--- src/rtl/tfp_pkg.sv ---
// constants for the 16-bit fast / phase correct pwm timer block
// assumes an apb master on pclk and a prescaler strobe in the same domain
package tfp_pkg;
  // ********************
  // register offsets
  // ********************
  localparam logic [7:0] TFP_OFF_CTRL = 8'h00;
  localparam logic [7:0] TFP_OFF_CMP_A = 8'h04;
  localparam logic [7:0] TFP_OFF_CMP_B = 8'h08;
  localparam logic [7:0] TFP_OFF_CMP_C = 8'h0C;
  localparam logic [7:0] TFP_OFF_CAP_TOP = 8'h10;
  localparam logic [7:0] TFP_OFF_COUNT = 8'h14;
  localparam logic [7:0] TFP_OFF_FLAGS = 8'h18;

  // ********************
  // control and flag fields
  // ********************
  localparam int TFP_CTRL_MODE_LSB = 0;
  localparam int TFP_CTRL_ACT_LSB = 4;
  localparam int TFP_CTRL_DIR_LSB = 10;
  localparam int TFP_FLG_OVF = 0;
  localparam int TFP_FLG_CAP = 1;
  localparam int TFP_FLG_CMP_LSB = 2;
  localparam int TFP_NCH = 3;

  // ********************
  // waveform mode codes
  // ********************
  localparam logic [3:0] TFP_PC_8 = 4'h1;
  localparam logic [3:0] TFP_PC_9 = 4'h2;
  localparam logic [3:0] TFP_PC_10 = 4'h3;
  localparam logic [3:0] TFP_FAST_8 = 4'h5;
  localparam logic [3:0] TFP_FAST_9 = 4'h6;
  localparam logic [3:0] TFP_FAST_10 = 4'h7;
  localparam logic [3:0] TFP_PC_CAP = 4'hA;
  localparam logic [3:0] TFP_PC_CMPA = 4'hB;
  localparam logic [3:0] TFP_FAST_CAP = 4'hE;
  localparam logic [3:0] TFP_FAST_CMPA = 4'hF;

  // ********************
  // output action codes and counter values
  // ********************
  localparam logic [1:0] TFP_ACT_NONE = 2'h0;
  localparam logic [1:0] TFP_ACT_TOGGLE = 2'h1;
  localparam logic [1:0] TFP_ACT_NONINV = 2'h2;
  localparam logic [1:0] TFP_ACT_INV = 2'h3;
  localparam logic [15:0] TFP_TOP_8 = 16'h00FF;
  localparam logic [15:0] TFP_TOP_9 = 16'h01FF;
  localparam logic [15:0] TFP_TOP_10 = 16'h03FF;
  localparam logic [15:0] TFP_FULL = 16'hFFFF;
  localparam logic [15:0] TFP_BOTTOM = 16'h0000;
  localparam logic [15:0] TFP_STEP = 16'h0001;
endpackage : tfp_pkg

--- src/rtl/tfp_timer.sv ---
// 16-bit timer waveform unit: fast pwm and phase correct pwm, three channels
// assumes timer_tick is a one-pclk strobe from a prescaler, inputs synchronous to pclk
module tfp_timer
  import tfp_pkg::*;
(
  input wire logic pclk,
  input wire logic presetn,
  input wire logic psel,
  input wire logic penable,
  input wire logic pwrite,
  input wire logic [7:0] paddr,
  input wire logic [31:0] pwdata,
  output logic [31:0] prdata,
  output logic pready,
  output logic pslverr,
  input wire logic timer_tick,
  input wire logic [2:0] port_data,
  output logic [2:0] compare_pin_out,
  output logic [2:0] compare_pin_oe
);

  // ********************
  // state
  // ********************
  typedef struct packed {
    logic [15:0] counter_value;
    logic down;
    logic [3:0] waveform_mode_select;
    logic [2:0][1:0] compare_output_action;
    logic [2:0] output_pin_direction;
    logic [2:0][15:0] compare_value;
    logic [2:0][15:0] cmp_buf;
    logic [15:0] capture_top_value;
    logic [2:0] compare_output;
    logic overflow_flag;
    logic capture_match_flag;
    logic [2:0] compare_match_flag;
    logic [31:0] rdata;
  } tfp_state_s;

  tfp_state_s s_q;
  tfp_state_s s_d;

  function automatic logic is_fast(input logic [3:0] m);
    return m == TFP_FAST_8 || m == TFP_FAST_9 || m == TFP_FAST_10 || m == TFP_FAST_CAP || m == TFP_FAST_CMPA;
  endfunction

  function automatic logic is_pc(input logic [3:0] m);
    return m == TFP_PC_8 || m == TFP_PC_9 || m == TFP_PC_10 || m == TFP_PC_CAP || m == TFP_PC_CMPA;
  endfunction

  // fixed resolutions double as mask and top
  function automatic logic [15:0] res_mask(input logic [3:0] m);
    if (m == TFP_PC_8 || m == TFP_FAST_8) begin
      return TFP_TOP_8;
    end else if (m == TFP_PC_9 || m == TFP_FAST_9) begin
      return TFP_TOP_9;
    end else if (m == TFP_PC_10 || m == TFP_FAST_10) begin
      return TFP_TOP_10;
    end
    return TFP_FULL;
  endfunction

  logic fast;
  logic pc;
  logic top_cap;
  logic top_cmpa;
  logic at_top;
  logic wr;
  logic [15:0] top;
  logic [15:0] mask;
  logic [2:0] match;
  logic [2:0] cmp_set;
  logic ovf_set;
  logic cap_set;
  logic [4:0] clr;
  logic eff_up;

  assign fast = is_fast(s_q.waveform_mode_select);
  assign pc = is_pc(s_q.waveform_mode_select);
  assign top_cap = s_q.waveform_mode_select == TFP_FAST_CAP || s_q.waveform_mode_select == TFP_PC_CAP;
  assign top_cmpa = s_q.waveform_mode_select == TFP_FAST_CMPA || s_q.waveform_mode_select == TFP_PC_CMPA;
  assign mask = res_mask(s_q.waveform_mode_select);
  // capture top unbuffered, compare a top uses the active copy
  assign top = top_cap ? s_q.capture_top_value : (top_cmpa ? s_q.compare_value[0] : mask);
  assign at_top = s_q.counter_value == top;
  assign wr = psel && penable && pwrite;

  always_comb begin
    s_d = s_q;
    ovf_set = 1'b0;
    cap_set = 1'b0;
    cmp_set = '0;
    match = '0;
    eff_up = 1'b0;
    clr = '0;
    // ********************
    // counting sequence
    // ********************
    if (timer_tick && (fast || pc)) begin
      if (fast) begin
        if (at_top) begin
          s_d.counter_value = TFP_BOTTOM;
          s_d.compare_value = s_q.cmp_buf;
          ovf_set = 1'b1;
          cap_set = top_cap;
          cmp_set[0] = top_cmpa;
        end else begin
          s_d.counter_value = s_q.counter_value + TFP_STEP; // a missed top wraps at full
        end
      end else if (!s_q.down) begin
        if (at_top) begin
          s_d.down = 1'b1; // top held one tick
          s_d.counter_value = s_q.counter_value - TFP_STEP;
          s_d.compare_value = s_q.cmp_buf;
          cap_set = top_cap;
          cmp_set[0] = top_cmpa;
        end else begin
          s_d.counter_value = s_q.counter_value + TFP_STEP;
        end
      end else if (s_q.counter_value == TFP_BOTTOM) begin
        s_d.down = 1'b0;
        s_d.counter_value = TFP_STEP;
      end else begin
        s_d.counter_value = s_q.counter_value - TFP_STEP;
        ovf_set = s_q.counter_value == TFP_STEP;
      end
      // ********************
      // compare outputs
      // ********************
      for (int i = 0; i < TFP_NCH; i++) begin
        match[i] = s_q.counter_value == s_q.compare_value[i];
        cmp_set[i] = cmp_set[i] | match[i];
        if (i == 0 && top_cmpa && s_q.compare_output_action[i] == TFP_ACT_TOGGLE) begin
          if (match[i]) begin
            s_d.compare_output[i] = !s_q.compare_output[i];
          end
        end else if (s_q.compare_output_action[i][1]) begin
          if (fast) begin
            // wrap wins over a match at top so compare top stays constant
            if (at_top) begin
              s_d.compare_output[i] = s_q.compare_output_action[i] == TFP_ACT_NONINV;
            end else if (match[i]) begin
              s_d.compare_output[i] = s_q.compare_output_action[i] == TFP_ACT_INV;
            end
          end else if (match[i]) begin
            // top counts as falling, bottom as rising: gives the flat extremes
            eff_up = at_top ? 1'b0 : (s_q.counter_value == TFP_BOTTOM ? 1'b1 : !s_q.down);
            s_d.compare_output[i] = (s_q.compare_output_action[i] == TFP_ACT_NONINV) ? !eff_up : eff_up;
          end
        end
      end
    end
    // ********************
    // register writes
    // ********************
    if (wr) begin
      if (paddr == TFP_OFF_CTRL) begin
        s_d.waveform_mode_select = pwdata[TFP_CTRL_MODE_LSB +: 4];
        s_d.compare_output_action = pwdata[TFP_CTRL_ACT_LSB +: 6];
        s_d.output_pin_direction = pwdata[TFP_CTRL_DIR_LSB +: 3];
      end else if (paddr == TFP_OFF_CMP_A || paddr == TFP_OFF_CMP_B || paddr == TFP_OFF_CMP_C) begin
        for (int i = 0; i < TFP_NCH; i++) begin
          if (paddr[3:2] == 2'(i + 1)) begin
            s_d.cmp_buf[i] = pwdata[15:0] & mask;
            if (!(fast || pc)) begin
              s_d.compare_value[i] = pwdata[15:0] & mask;
            end
          end
        end
      end else if (paddr == TFP_OFF_CAP_TOP) begin
        s_d.capture_top_value = pwdata[15:0];
      end else if (paddr == TFP_OFF_COUNT) begin
        s_d.counter_value = pwdata[15:0];
      end else if (paddr == TFP_OFF_FLAGS) begin
        clr = pwdata[4:0];
      end
    end
    // set beats a same-cycle clear
    s_d.overflow_flag = (s_q.overflow_flag && !clr[TFP_FLG_OVF]) || ovf_set;
    s_d.capture_match_flag = (s_q.capture_match_flag && !clr[TFP_FLG_CAP]) || cap_set;
    s_d.compare_match_flag = (s_q.compare_match_flag & ~clr[TFP_FLG_CMP_LSB +: 3]) | cmp_set;
    // ********************
    // read data, captured in the setup phase
    // ********************
    if (psel && !penable && !pwrite) begin
      s_d.rdata = '0;
      if (paddr == TFP_OFF_CTRL) begin
        s_d.rdata[TFP_CTRL_MODE_LSB +: 4] = s_q.waveform_mode_select;
        s_d.rdata[TFP_CTRL_ACT_LSB +: 6] = s_q.compare_output_action;
        s_d.rdata[TFP_CTRL_DIR_LSB +: 3] = s_q.output_pin_direction;
      end else if (paddr == TFP_OFF_CMP_A) begin
        s_d.rdata[15:0] = s_q.cmp_buf[0];
      end else if (paddr == TFP_OFF_CMP_B) begin
        s_d.rdata[15:0] = s_q.cmp_buf[1];
      end else if (paddr == TFP_OFF_CMP_C) begin
        s_d.rdata[15:0] = s_q.cmp_buf[2];
      end else if (paddr == TFP_OFF_CAP_TOP) begin
        s_d.rdata[15:0] = s_q.capture_top_value;
      end else if (paddr == TFP_OFF_COUNT) begin
        s_d.rdata[15:0] = s_q.counter_value;
      end else if (paddr == TFP_OFF_FLAGS) begin
        s_d.rdata[4:0] = {s_q.compare_match_flag, s_q.capture_match_flag, s_q.overflow_flag};
      end
    end
  end

  always_ff @(posedge pclk or negedge presetn) begin
    if (!presetn) begin
      s_q <= '0;
    end else begin
      s_q <= s_d;
    end
  end

  // ********************
  // bus answer and pins
  // ********************
  assign prdata = s_q.rdata;
  assign pready = 1'b1;
  assign pslverr = psel && penable && !(paddr == TFP_OFF_CTRL || paddr == TFP_OFF_CMP_A || paddr == TFP_OFF_CMP_B ||
      paddr == TFP_OFF_CMP_C || paddr == TFP_OFF_CAP_TOP || paddr == TFP_OFF_COUNT || paddr == TFP_OFF_FLAGS);

  always_comb begin
    for (int i = 0; i < TFP_NCH; i++) begin
      compare_pin_out[i] = (s_q.compare_output_action[i] != TFP_ACT_NONE) ? s_q.compare_output[i] : port_data[i];
      compare_pin_oe[i] = s_q.output_pin_direction[i];
    end
  end
endmodule // tfp_timer

--- config.mk ---
export PLATFORM = sky130hd
export DESIGN_NAME = tfp_timer
export DESIGN_NICKNAME = d
export VERILOG_FILES = /design/src/rtl/tfp_pkg.sv /design/src/rtl/tfp_timer.sv
export SDC_FILE = /design/constraint.sdc
export NUM_CORES = 1
export LEC_CHECK = 0
export BUFFER_PORTS_ARGS = -buffer_cell sky130_fd_sc_hd__buf_2
export CORE_MARGIN = 2
export CORE_UTILIZATION = 42
export DETAILED_ROUTE_END_ITERATION = 8
export PLACE_DENSITY = 0.61
export RECOVER_POWER = 100
export SLEW_MARGIN = 20
export SYNTH_ARGS = -nofsm -noshare
export SYNTH_HDL_FRONTEND = slang
export SYNTH_SLANG_ARGS = --single-unit
--- constraint.sdc ---
create_clock -name pclk -period 4.1 [get_ports pclk]
set_input_delay 0 -clock pclk [delete_from_list [all_inputs] [get_ports pclk]]
set_output_delay 0 -clock pclk [all_outputs]
set_load 0.01 [all_outputs]
==> impl_metrics.csv, run 1 <==
group,metric,value,unit
floorplan,dieArea,25400,um^2
clock_network,cts_made_buffers,17,
clock_network,h-tree-depth,4,
setup_path,crit_chain,"buf_4 -> mux2i_1 -> o22ai_1 -> xor2_1 -> nor3_1 -> nand4_2 -> a21boi_0 -> buf_4 -> nand3b_1 -> a211oi_1",
power_and_ir_drop,p_per_area,363,nW/um^2
timing,slew_headroom,-85.4,%
logic_synthesis,synth_edf_count,0,
timing,final_hold_viol_count,0,
timing,worst_pin_slew,2.78,ns
clock_network,clock_latency,0.44,ns
flow_run,max_cap_violations,1,
setup_path,endpoint_kind,"flip-flop",
setup_path,slowest_stage,"dfrtp_1",
timing,max_clock_freq,289,MHz
clock_network,cts_buffer_depth,2,
drt,drt-met1-wl,14300,um
drt,drt_iter0_drc,837,
drt,vias_per_cell,5.89,
timing,fin_crit,3.46,ns
setup_path,crit_end,"s_q[171]",
cells_and_area,fillerInstances,2327,
global_routing,grt_max_degree,110,
cells_and_area,multiInputGateArea,5310,um^2
power_and_ir_drop,p_leak,0.00486,uW
timing,final-setup-viol-count,0,
global_routing,grt_pass1_wl,49800,um
floorplan,core_area,23600,um^2
cells_and_area,syn_to_final_growth,9.89,%
logic_synthesis,async_flop_share,100,%
setup_path,path_class,"flip-flop to flip-flop",
timing,tns,0,ns
setup_path,reg2reg_to,"s_q[171]",
setup_path,cp.required,4.44,ns
hold_path,hold_path_class,"input port to flip-flop",
drt,ant_nets,0,
timing,holdWs,0.0195,ns
global_routing,grt_overflow,0,
setup_path,rr_worst_depth,10,
logic_synthesis,netlist_area,10200,um^2
logic_synthesis,synth_top_area_share,40.9,%
drt,wl_met2,14800,um
global_routing,antenna_found_initial,1,
setup_path,cp-startpoint,"s_q[161]",
floorplan,die_w,160,um
hold_path,min_path_cells,3,
outcome,violations,"capacitance limit, slew limit",
floorplan,rows,56,
cells_and_area,regArea,4150,um^2
floorplan,die_y,160,um
logic_synthesis,synth.distinct_cells,73,
placed_design,io_buffers,55,
drt,routed.top_layer,"met4",
setup_path,slowest_delay,0.59,ns
logic_synthesis,synth_ff_type,"dfrtp_1",
timing,drv_slew,110,
logic_synthesis,yosysSeqAreaShare,40.9,%
clock_network,post_cts_buffers,0,
floorplan,start_util,43.0,%
logic_synthesis,syn_inst,1084,
placed_design,dp_hpwl,23000,um
clock_network,cts_sinks,166,
setup_path,crit_path_frequent_cell,"buf_4",
setup_path,rr_startpoint,"s_q[161]",
drt,route.detailed.drc,0,
clock_network,ctsRootBufferMaster,"clkbuf_16",
timing,skew,0.0165,ns
setup_path,arrival,3.80,ns
cells_and_area,drive_above_1_share,15.4,%
global_routing,grt_usage,25.9,%
drt,dr_wl_met3,2600,um
timing,rsz0062_at_grt,"false",
timing,post-route-period-util,84.3,%
drt,routedWlPerCell,23.0,um
logic_synthesis,ys_top_cells_by_area,"dfrtp_1 41%, mux2i_1 7.7%, mux2_2 6.9%, xor2_1 4.0%, nand2_1 3.9%",
hold_path,holdCritStartpoint,"pwdata[7]",
power_and_ir_drop,irDropWorstVdd,0.000280,V
clock_network,clk_pin_slew,0.07,ns
logic_synthesis,yosysTopAreaCell,"dfrtp_1",
clock_network,cts_tree,"yes",
global_routing,grt_pass1_vias,7893,
setup_path,reg2reg_slack,0.64,ns
cells_and_area,nets,1147,
drt,drtPass1Iterations,5,
logic_synthesis,ys_warn_count,0,
setup_path,startpoint_type,"flip-flop",
logic_synthesis,avgSynthCellArea,9.37,um^2
logic_synthesis,ys_ff_latch,166,
setup_path,cp_max_fo,17,
placed_design,gp_congestion,0.895,
drt,drt-total-wl,32800,um
drt,num_vias,8398,
floorplan,ioPinCount,89,
outcome,status,"complete, but fails checks",
-- critical path, delay by kind of cell, from the launching register on --
kind / cells / cell delay (ns)
AOI/OAI and AO/OA: 3 / 0.96
buffers and inverters: 2 / 0.67
and+or+nand+nor: 3 / 0.65
DFF: 1 / 0.59
muxes: 1 / 0.30
xor gates and xnor gates: 1 / 0.18
-- Yosys cell counts (12+ instances only) --
master,number
a21oi_1,57
a221oi_1,13
a31oi_1,22
and3_1,14
buf_4,38
clkbuf_1,57
dfrtp_1,166
inv_1,12
mux2_2,62
mux2i_1,78
nand2_1,105
nand3_1,23
nand4_1,16
nor2_1,95
nor3_1,13
nor4_1,15
o21ai_0,75
xnor2_1,18
xor2_1,46
-- cells in the final DEF, fill, tap and decap left out, types with 4 or more instances in the layout --
cell / netlist / final
dfrtp_1: 166 / 166
nand2_1: 105 / 105
nor2_1: 95 / 96
mux2i_1: 78 / 78
o21ai_0: 75 / 76
mux2_2: 62 / 62
a21oi_1: 57 / 57
xor2_1: 46 / 46
buf_2: 10 / 32
clkbuf_1: 57 / 30
nand3_1: 23 / 23
a31oi_1: 22 / 22
buf_4: 38 / 20
xnor2_1: 18 / 18
conb_1: 2 / 17
clkbuf_16: 0 / 17
nand4_1: 16 / 16
dlygate4sd3_1: 0 / 16
nor3_1: 13 / 15
and3_1: 14 / 14
nor4_1: 15 / 13
a221oi_1: 13 / 13
inv_1: 12 / 12
a22oi_1: 10 / 10
a21o_1: 9 / 9
and2_1: 8 / 8
nor2b_1: 6 / 6
nand2b_1: 6 / 6
nor3b_1: 7 / 6
a211oi_1: 6 / 6
o22ai_1: 5 / 5
o211ai_1: 4 / 4
ha_1: 4 / 4
inv_6: 0 / 4
-- stage by stage --
stage	cell area [um^2]	std cells	setup WS, ns	total power, uW	utilization, %
2_1_floorplan	10200	1099	1.68	2140	-
3_3_place_gp	10500	1378	0.990	2310	44.3
3_5_place_dp	10500	1378	0.978	2310	44.3
4_1_cts	11300	1426	0.953	4070	47.7
5_1_grt	11200	1426	0.495	4180	47.3
6_report	11200	1427	0.642	4050	47.3
-- layout make-up --
cell class                      count  share of cell area (%)
Multi-Input combinational cell    796                    47.6
Sequential cell                   166                    37.2
Timing Repair Buffer              101                    5.50
Clock buffer                       18                    3.84
Tap cell                          319                    3.58
Clock inverter                     14                    1.86
Inverter                           12                   0.403
Antenna cell                        1                  0.0224
-- state kept, by name, summed over array words and instances, names as in the netlist --
register / count
s_q: 147
compare_pin_oe: 3
prdata: 16
-- worst min-delay path by stage --
stage	end	slack (ns)
2_1_floorplan	compare_pin_oe[0]	-0.30
3_3_place_gp	s_q[124]	0.22
3_5_place_dp	s_q[125]	0.22
4_1_cts	s_q[127]	0.01
5_1_grt	s_q[111]	0.03
6_report	s_q[143]	0.02
-- cells by family after synthesis --
logic type	Yosys count	synth area share, %
XOR/XNOR	64	5.52
other	2	0.0739
buffers and inverters	137	7.33
flip-flops	166	40.9
AND/OR/NAND/NOR	335	16.2
adder cells (fa/ha/maj)	4	0.493
AO/OA/AOI/OAI	234	14.6
multiplexers	142	14.9
-- metal layers --
metal / up-vias / GRT usage (%)
met4: 0 / 10.3
met3: 56 / 5.08
met2: 347 / 39.8
met1: 4157 / 36.0
li1: 3838 / -
met5: - / 0
-- power breakdown --
group | leakage [uW] | switching (uW) | internal (uW)
combinational | 0.00230 | 283 | 179
clock | 0.000307 | 764 | 991
sequential | 0.00225 | 137 | 1700
-- timing repair --
item / 4_1_cts / 5_1_grt
endpoints found under the hold margin: 183 / 0
hold buffers: 16 / 0
resized for setup: 0 / 0
setup endpoints to repair: 0 / 0
Power figures use the tool's default switching activity.
==> inputs of run 2 (changes only) <==
==> constraint.sdc (replaced) <==
create_clock -name pclk -period 3.2 [get_ports pclk]
set_input_delay 0 -clock pclk [delete_from_list [all_inputs] [get_ports pclk]]
set_output_delay 0 -clock pclk [all_outputs]
set_load 0.01 [all_outputs]
==> impl_metrics.csv, run 2 (synthesized netlist as in run 1, its figures left out) <==
group,metric,value,unit
outcome,status,"complete, but fails checks",
outcome,violations,"capacitance limit, slew limit",
drt,drtPass1Iterations,5,
timing,final_hold_viol_count,0,
setup_path,path_class,"flip-flop to flip-flop",
floorplan,die_y,160,um
setup_path,cp.required,3.51,ns
cells_and_area,final_cells,1447,
cells_and_area,final_cell_mix,"166 x dfrtp_1, 105 x nand2_1, 96 x nor2_1, 78 x mux2i_1, 75 x o21ai_0",
floorplan,start_util,43.0,%
clock_network,h-tree-depth,4,
timing,max_clock_freq,339,MHz
global_routing,antenna_found_initial,1,
global_routing,grt_max_degree,78,
timing,fin_crit,2.95,ns
power_and_ir_drop,p_leak,0.00494,uW
global_routing,grt_usage,26.1,%
timing,post-route-period-util,92.1,%
cells_and_area,largest_register_ffs,147,
drt,drt_iter0_drc,831,
cells_and_area,drive_above_1_share,16.7,%
global_routing,grt_pass1_wl,50500,um
cells_and_area,syn_to_final_growth,11.0,%
clock_network,clock_latency,0.44,ns
setup_path,slowest_stage,"dfrtp_1",
floorplan,rows,56,
clock_network,cts_tree,"yes",
timing,skew,0.00986,ns
timing,slew_headroom,-35.1,%
cells_and_area,mostFrequentLayoutCell,"dfrtp_1",
timing,tns,0,ns
setup_path,cp_max_fo,49,
timing,worst_pin_slew,2.03,ns
cells_and_area,nets,1167,
placed_design,dpl.cell_count,1398,
power_and_ir_drop,irDropWorstVdd,0.000343,V
placed_design,dp_hpwl,23500,um
setup_path,endpoint_kind,"flip-flop",
cells_and_area,regMostFlops,"s_q",
clock_network,ctsRootBufferMaster,"clkbuf_16",
floorplan,ioPinCount,89,
power_and_ir_drop,p_per_area,448,nW/um^2
floorplan,core_area,23600,um^2
placed_design,io_buffers,55,
clock_network,clk_pin_slew,0.07,ns
setup_path,arrival,3.25,ns
setup_path,startpoint_type,"flip-flop",
clock_network,cts_buffer_depth,2,
floorplan,dieArea,25400,um^2
setup_path,crit_buf_inv,2,
cells_and_area,fillerInstances,2290,
flow_run,max_cap_violations,1,
timing,rsz0062_at_grt,"false",
drt,routedWlPerCell,22.6,um
drt,num_vias,8430,
clock_network,cts_sinks,166,
setup_path,slowest_delay,0.54,ns
setup_path,cp_top_family,"simple AND/OR/NAND/NOR gates",
setup_path,crit_chain,"and2b_1 -> nor2_1 -> clkbuf_1 -> nor2b_1 -> nand2_1 -> nor2_1 -> buf_12 -> mux2i_1 -> a21oi_1",
drt,drt-total-wl,32700,um
clock_network,cts_made_buffers,17,
timing,final-setup-viol-count,0,
floorplan,die_w,160,um
timing,drv_slew,77,
hold_path,hold_path_class,"input port to flip-flop",
setup_path,crit_path_frequent_cell,"nor2_1",
drt,ant_nets,0,
placed_design,gp_congestion,0.954,
drt,vias_per_cell,5.83,
clock_network,cts_resized,0,
drt,route.detailed.drc,0,
global_routing,grt_pass1_vias,8335,
global_routing,grt_overflow,0,
run 2: cell types whose count changed in the layout (fill, tap and decap cells not counted), sizes merged:
| cell | delta |
|---|---|
| inv | +2 |
| bufinv | -3 |
| clkinv | +1 |
| buf | +18 |
| clkbuf | +2 |
run 2: final timing paths:
path                                 from  slack (ns)        to  cells after the start
worst max-delay path             s_q[164]        0.25  s_q[141]                      9
worst min-delay path            pwdata[7]        0.03  s_q[173]                      3
worst max register to register   s_q[164]        0.25  s_q[141]                      9
worst min register to register    s_q[32]        0.49   s_q[32]                      2
max in group asynchronous         presetn        1.02   s_q[50]                      3
min in group asynchronous         presetn        0.66  s_q[123]                      2
run 2: area by class of cell:
cell class / instances / area, um^2 / share of cell area, %
Clock inverter: 14 / 154 / 1.36
Antenna cell: 1 / 2.50 / 0.0222
Tap cell: 319 / 399 / 3.54
Timing Repair Buffer: 121 / 782 / 6.93
Multi-Input combinational cell: 796 / 5300 / 47.0
Sequential cell: 166 / 4150 / 36.8
Clock buffer: 18 / 439 / 3.89
Inverter: 12 / 45.0 / 0.399
run 2: worst reg2reg max path: stages, from the launching register on:
cell      delay [ns]
dfrtp_1         0.54
and2b_1         0.39
nor2_1          0.11
clkbuf_1        0.23
nor2b_1         0.31
nand2_1         0.21
nor2_1          0.23
buf_12          0.32
mux2i_1         0.38
a21oi_1         0.09
run 2: timing repair:
action,CTS,global route
hold buffers,16,0
hold endpoints to repair,141,0
endpoints found under the setup margin,0,0
buffers inserted,0,0
run 2: power by group:
part / internal (uW) / switching (uW)
clock network: 1070 / 1020
logic: 250 / 417
registers: 2180 / 122
total: 3500 / 1550
run 2: per-layer routing:
| layer | wire, um | share of wire (%) | GRT usage [%] | up-vias |
|---|---|---|---|---|
| li1 | - | - | - | 3856 |
| met1 | 14200 | 43 | 35.6 | 4141 |
| met2 | 14900 | 45 | 40.5 | 379 |
| met3 | 2560 | 7.8 | 6.07 | 52 |
| met4 | 986 | 3.0 | 9.01 | 2 |
| met5 | 73 | 0.22 | 2.08 | - |
run 2: metrics by stage:
step           utilization [%]  worst slack [ns]  total power, uW  hold WS [ns]  area, um^2
2_1_floorplan                -             0.783             2750        -0.296       10200
3_3_place_gp              45.1             0.378             2990        0.0919       10600
3_5_place_dp              45.1             0.314             3000        0.0867       10600
4_1_cts                   48.2             0.292             5080        0.0222       11400
5_1_grt                   47.8            0.0996             5250        0.0144       11300
6_report                  47.8             0.254             5050        0.0281       11300
==> inputs of run 3 (changes only) <==
--- a/config.mk
+++ b/config.mk
@@ -6,10 +6,12 @@
 export NUM_CORES = 1
 export LEC_CHECK = 0
 export BUFFER_PORTS_ARGS = -buffer_cell sky130_fd_sc_hd__buf_2
+export CELL_PAD_IN_SITES_DETAIL_PLACEMENT = 1
+export CELL_PAD_IN_SITES_GLOBAL_PLACEMENT = 2
 export CORE_MARGIN = 2
-export CORE_UTILIZATION = 42
+export CORE_UTILIZATION = 38
 export DETAILED_ROUTE_END_ITERATION = 8
-export PLACE_DENSITY = 0.61
+export PLACE_DENSITY = 0.81
 export RECOVER_POWER = 100
 export SLEW_MARGIN = 20
 export SYNTH_ARGS = -nofsm -noshare
==> impl_metrics.csv, run 3 (synthesized netlist as in run 1, its figures left out) <==
group,metric,value,unit
cells_and_area,regMostFlops,"s_q",
floorplan,ioPinCount,89,
cells_and_area,diodes,0,
floorplan,rows,59,
clock_network,ctsRootBufferMaster,"clkbuf_16",
cells_and_area,final_cell_mix,"166 x dfrtp_1, 105 x nand2_1, 94 x nor2_1, 78 x mux2i_1, 75 x o21ai_0",
clock_network,clock_latency,0.45,ns
clock_network,cts_sinks,166,
placed_design,gp_congestion,0.919,
drt,ant_nets,0,
global_routing,grt_pass1_wl,57900,um
placed_design,place_area,10800,um^2
cells_and_area,mostFrequentLayoutCell,"dfrtp_1",
drt,vias_per_cell,5.91,
global_routing,antenna_found_initial,0,
cells_and_area,largest_register_ffs,147,
placed_design,io_buffers,55,
setup_path,crit_chain,"buf_4 -> buf_4 -> mux2i_1 -> a21o_1 -> nand4_1 -> nor4_1 -> nand4_1 -> nor2_4 -> buf_6 -> mux2i_1 -> a21oi_1",
clock_network,h-tree-depth,4,
cells_and_area,regArea,4150,um^2
timing,max_clock_freq,327,MHz
timing,post-route-period-util,95.5,%
hold_path,hold_path_class,"input port to flip-flop",
clock_network,cts_buffer_depth,2,
floorplan,start_util,38.9,%
cells_and_area,nets,1178,
cells_and_area,syn_to_final_growth,12.4,%
floorplan,dieArea,28100,um^2
cells_and_area,fillerInstances,3070,
outcome,violations,"DRC, capacitance limit, slew limit",
clock_network,post_cts_buffers,0,
flow_run,max_cap_violations,1,
setup_path,arrival,3.38,ns
floorplan,die_w,168,um
setup_path,startpoint_type,"flip-flop",
setup_path,cp_max_fo,13,
global_routing,grt_usage,27.7,%
power_and_ir_drop,irDropWorstVdd,0.000350,V
global_routing,grt_pass1_vias,9006,
setup_path,slowest_stage,"dfrtp_1",
drt,routedWlPerCell,25.8,um
timing,final_hold_viol_count,0,
timing,fin_crit,3.06,ns
power_and_ir_drop,p_per_area,452,nW/um^2
power_and_ir_drop,p_leak,0.00499,uW
cells_and_area,drive_above_1_share,17.6,%
timing,final-setup-viol-count,0,
cells_and_area,final_cells,1473,
placed_design,dpl.cell_count,1424,
timing,worst_pin_slew,2.34,ns
global_routing,grt_max_degree,86,
outcome,status,"complete, but fails checks",
setup_path,endpoint_kind,"flip-flop",
setup_path,crit_buf_inv,3,
drt,route.detailed.drc,1,
timing,holdWs,0.0638,ns
cells_and_area,fin_area,11400,um^2
drt,drtPass1Iterations,9,
timing,tns,0,ns
drt,drt-total-wl,38000,um
clock_network,cts_tree,"yes",
clock_network,clk_pin_slew,0.08,ns
timing,drv_slew,86,
setup_path,slowest_delay,0.47,ns
timing,slew_headroom,-55.7,%
power_and_ir_drop,power,5160,uW
global_routing,grt_overflow,0,
setup_path,cp.required,3.53,ns
drt,drt_iter0_drc,817,
timing,skew,0.0170,ns
clock_network,cts_made_buffers,17,
cells_and_area,multiInputGateArea,5300,um^2
drt,num_vias,8711,
setup_path,path_class,"flip-flop to flip-flop",
floorplan,die_y,168,um
placed_design,dp_hpwl,27400,um
timing,rsz0062_at_grt,"false",
floorplan,core_area,26100,um^2
setup_path,cp_top_family,"simple AND/OR/NAND/NOR gates",
-- run 3: per-layer routing --
metal  wire length (um)  track usage [%]  part of all wire (%)  up-vias
met4               1290             10.5                   3.4        0
met3               2310             5.55                   6.1       61
met5                  0                0                     0        -
met1              17200             38.5                    45     4444
met2              17200             42.9                    45      312
li1                   -                -                     -     3894
-- run 3: final timing paths --
kind                            slack (ns)  cells after the start  endpoint       start
worst min-delay path                  0.06                      4  s_q[166]  timer_tick
worst max register to register        0.14                     11  s_q[112]    s_q[161]
worst min register to register        0.50                      2   s_q[34]     s_q[34]
max in group asynchronous             0.63                      3  s_q[164]     presetn
worst max-delay path                  0.14                     11  s_q[112]    s_q[161]
min in group asynchronous             0.77                      2  s_q[168]     presetn
-- run 3: worst min-delay path, stage by stage --
cell	delay, ns
buf_2	0.12
nor2b_1	0.18
nand3_1	0.09
a31oi_1	0.08
-- run 3: cell type report --
| cell class | instances | share of cell area (%) |
|---|---|---|
| multi-input cells | 796 | 46.4 |
| clock inverters | 15 | 1.74 |
| inverters | 12 | 0.395 |
| repair buffers | 132 | 7.65 |
| flip-flops and latches | 166 | 36.4 |
| clock buffers | 17 | 3.73 |
| well taps | 335 | 3.67 |
-- run 3: power breakdown --
part           internal [uW]  switching, uW  leakage (uW)
Combinational            252            426       0.00244
Sequential              2170            142       0.00225
Clock                   1070           1090      0.000301
-- run 3: metrics by stage --
| step | worst slack (ns) | util, % |
|---|---|---|
| floorplan | 0.783 | - |
| global placement | 0.234 | 41.2 |
| detailed placement | 0.141 | 41.2 |
| CTS | 0.179 | 44.2 |
| global route | 0.0100 | 43.7 |
| finish | 0.143 | 43.7 |
-- run 3: repair_timing --
action | in CTS | in global routing
hold endpoints to repair | 162 | 0
setup endpoints to repair | 0 | 1
hold buffers | 17 | 0
resized for setup | 0 | 1
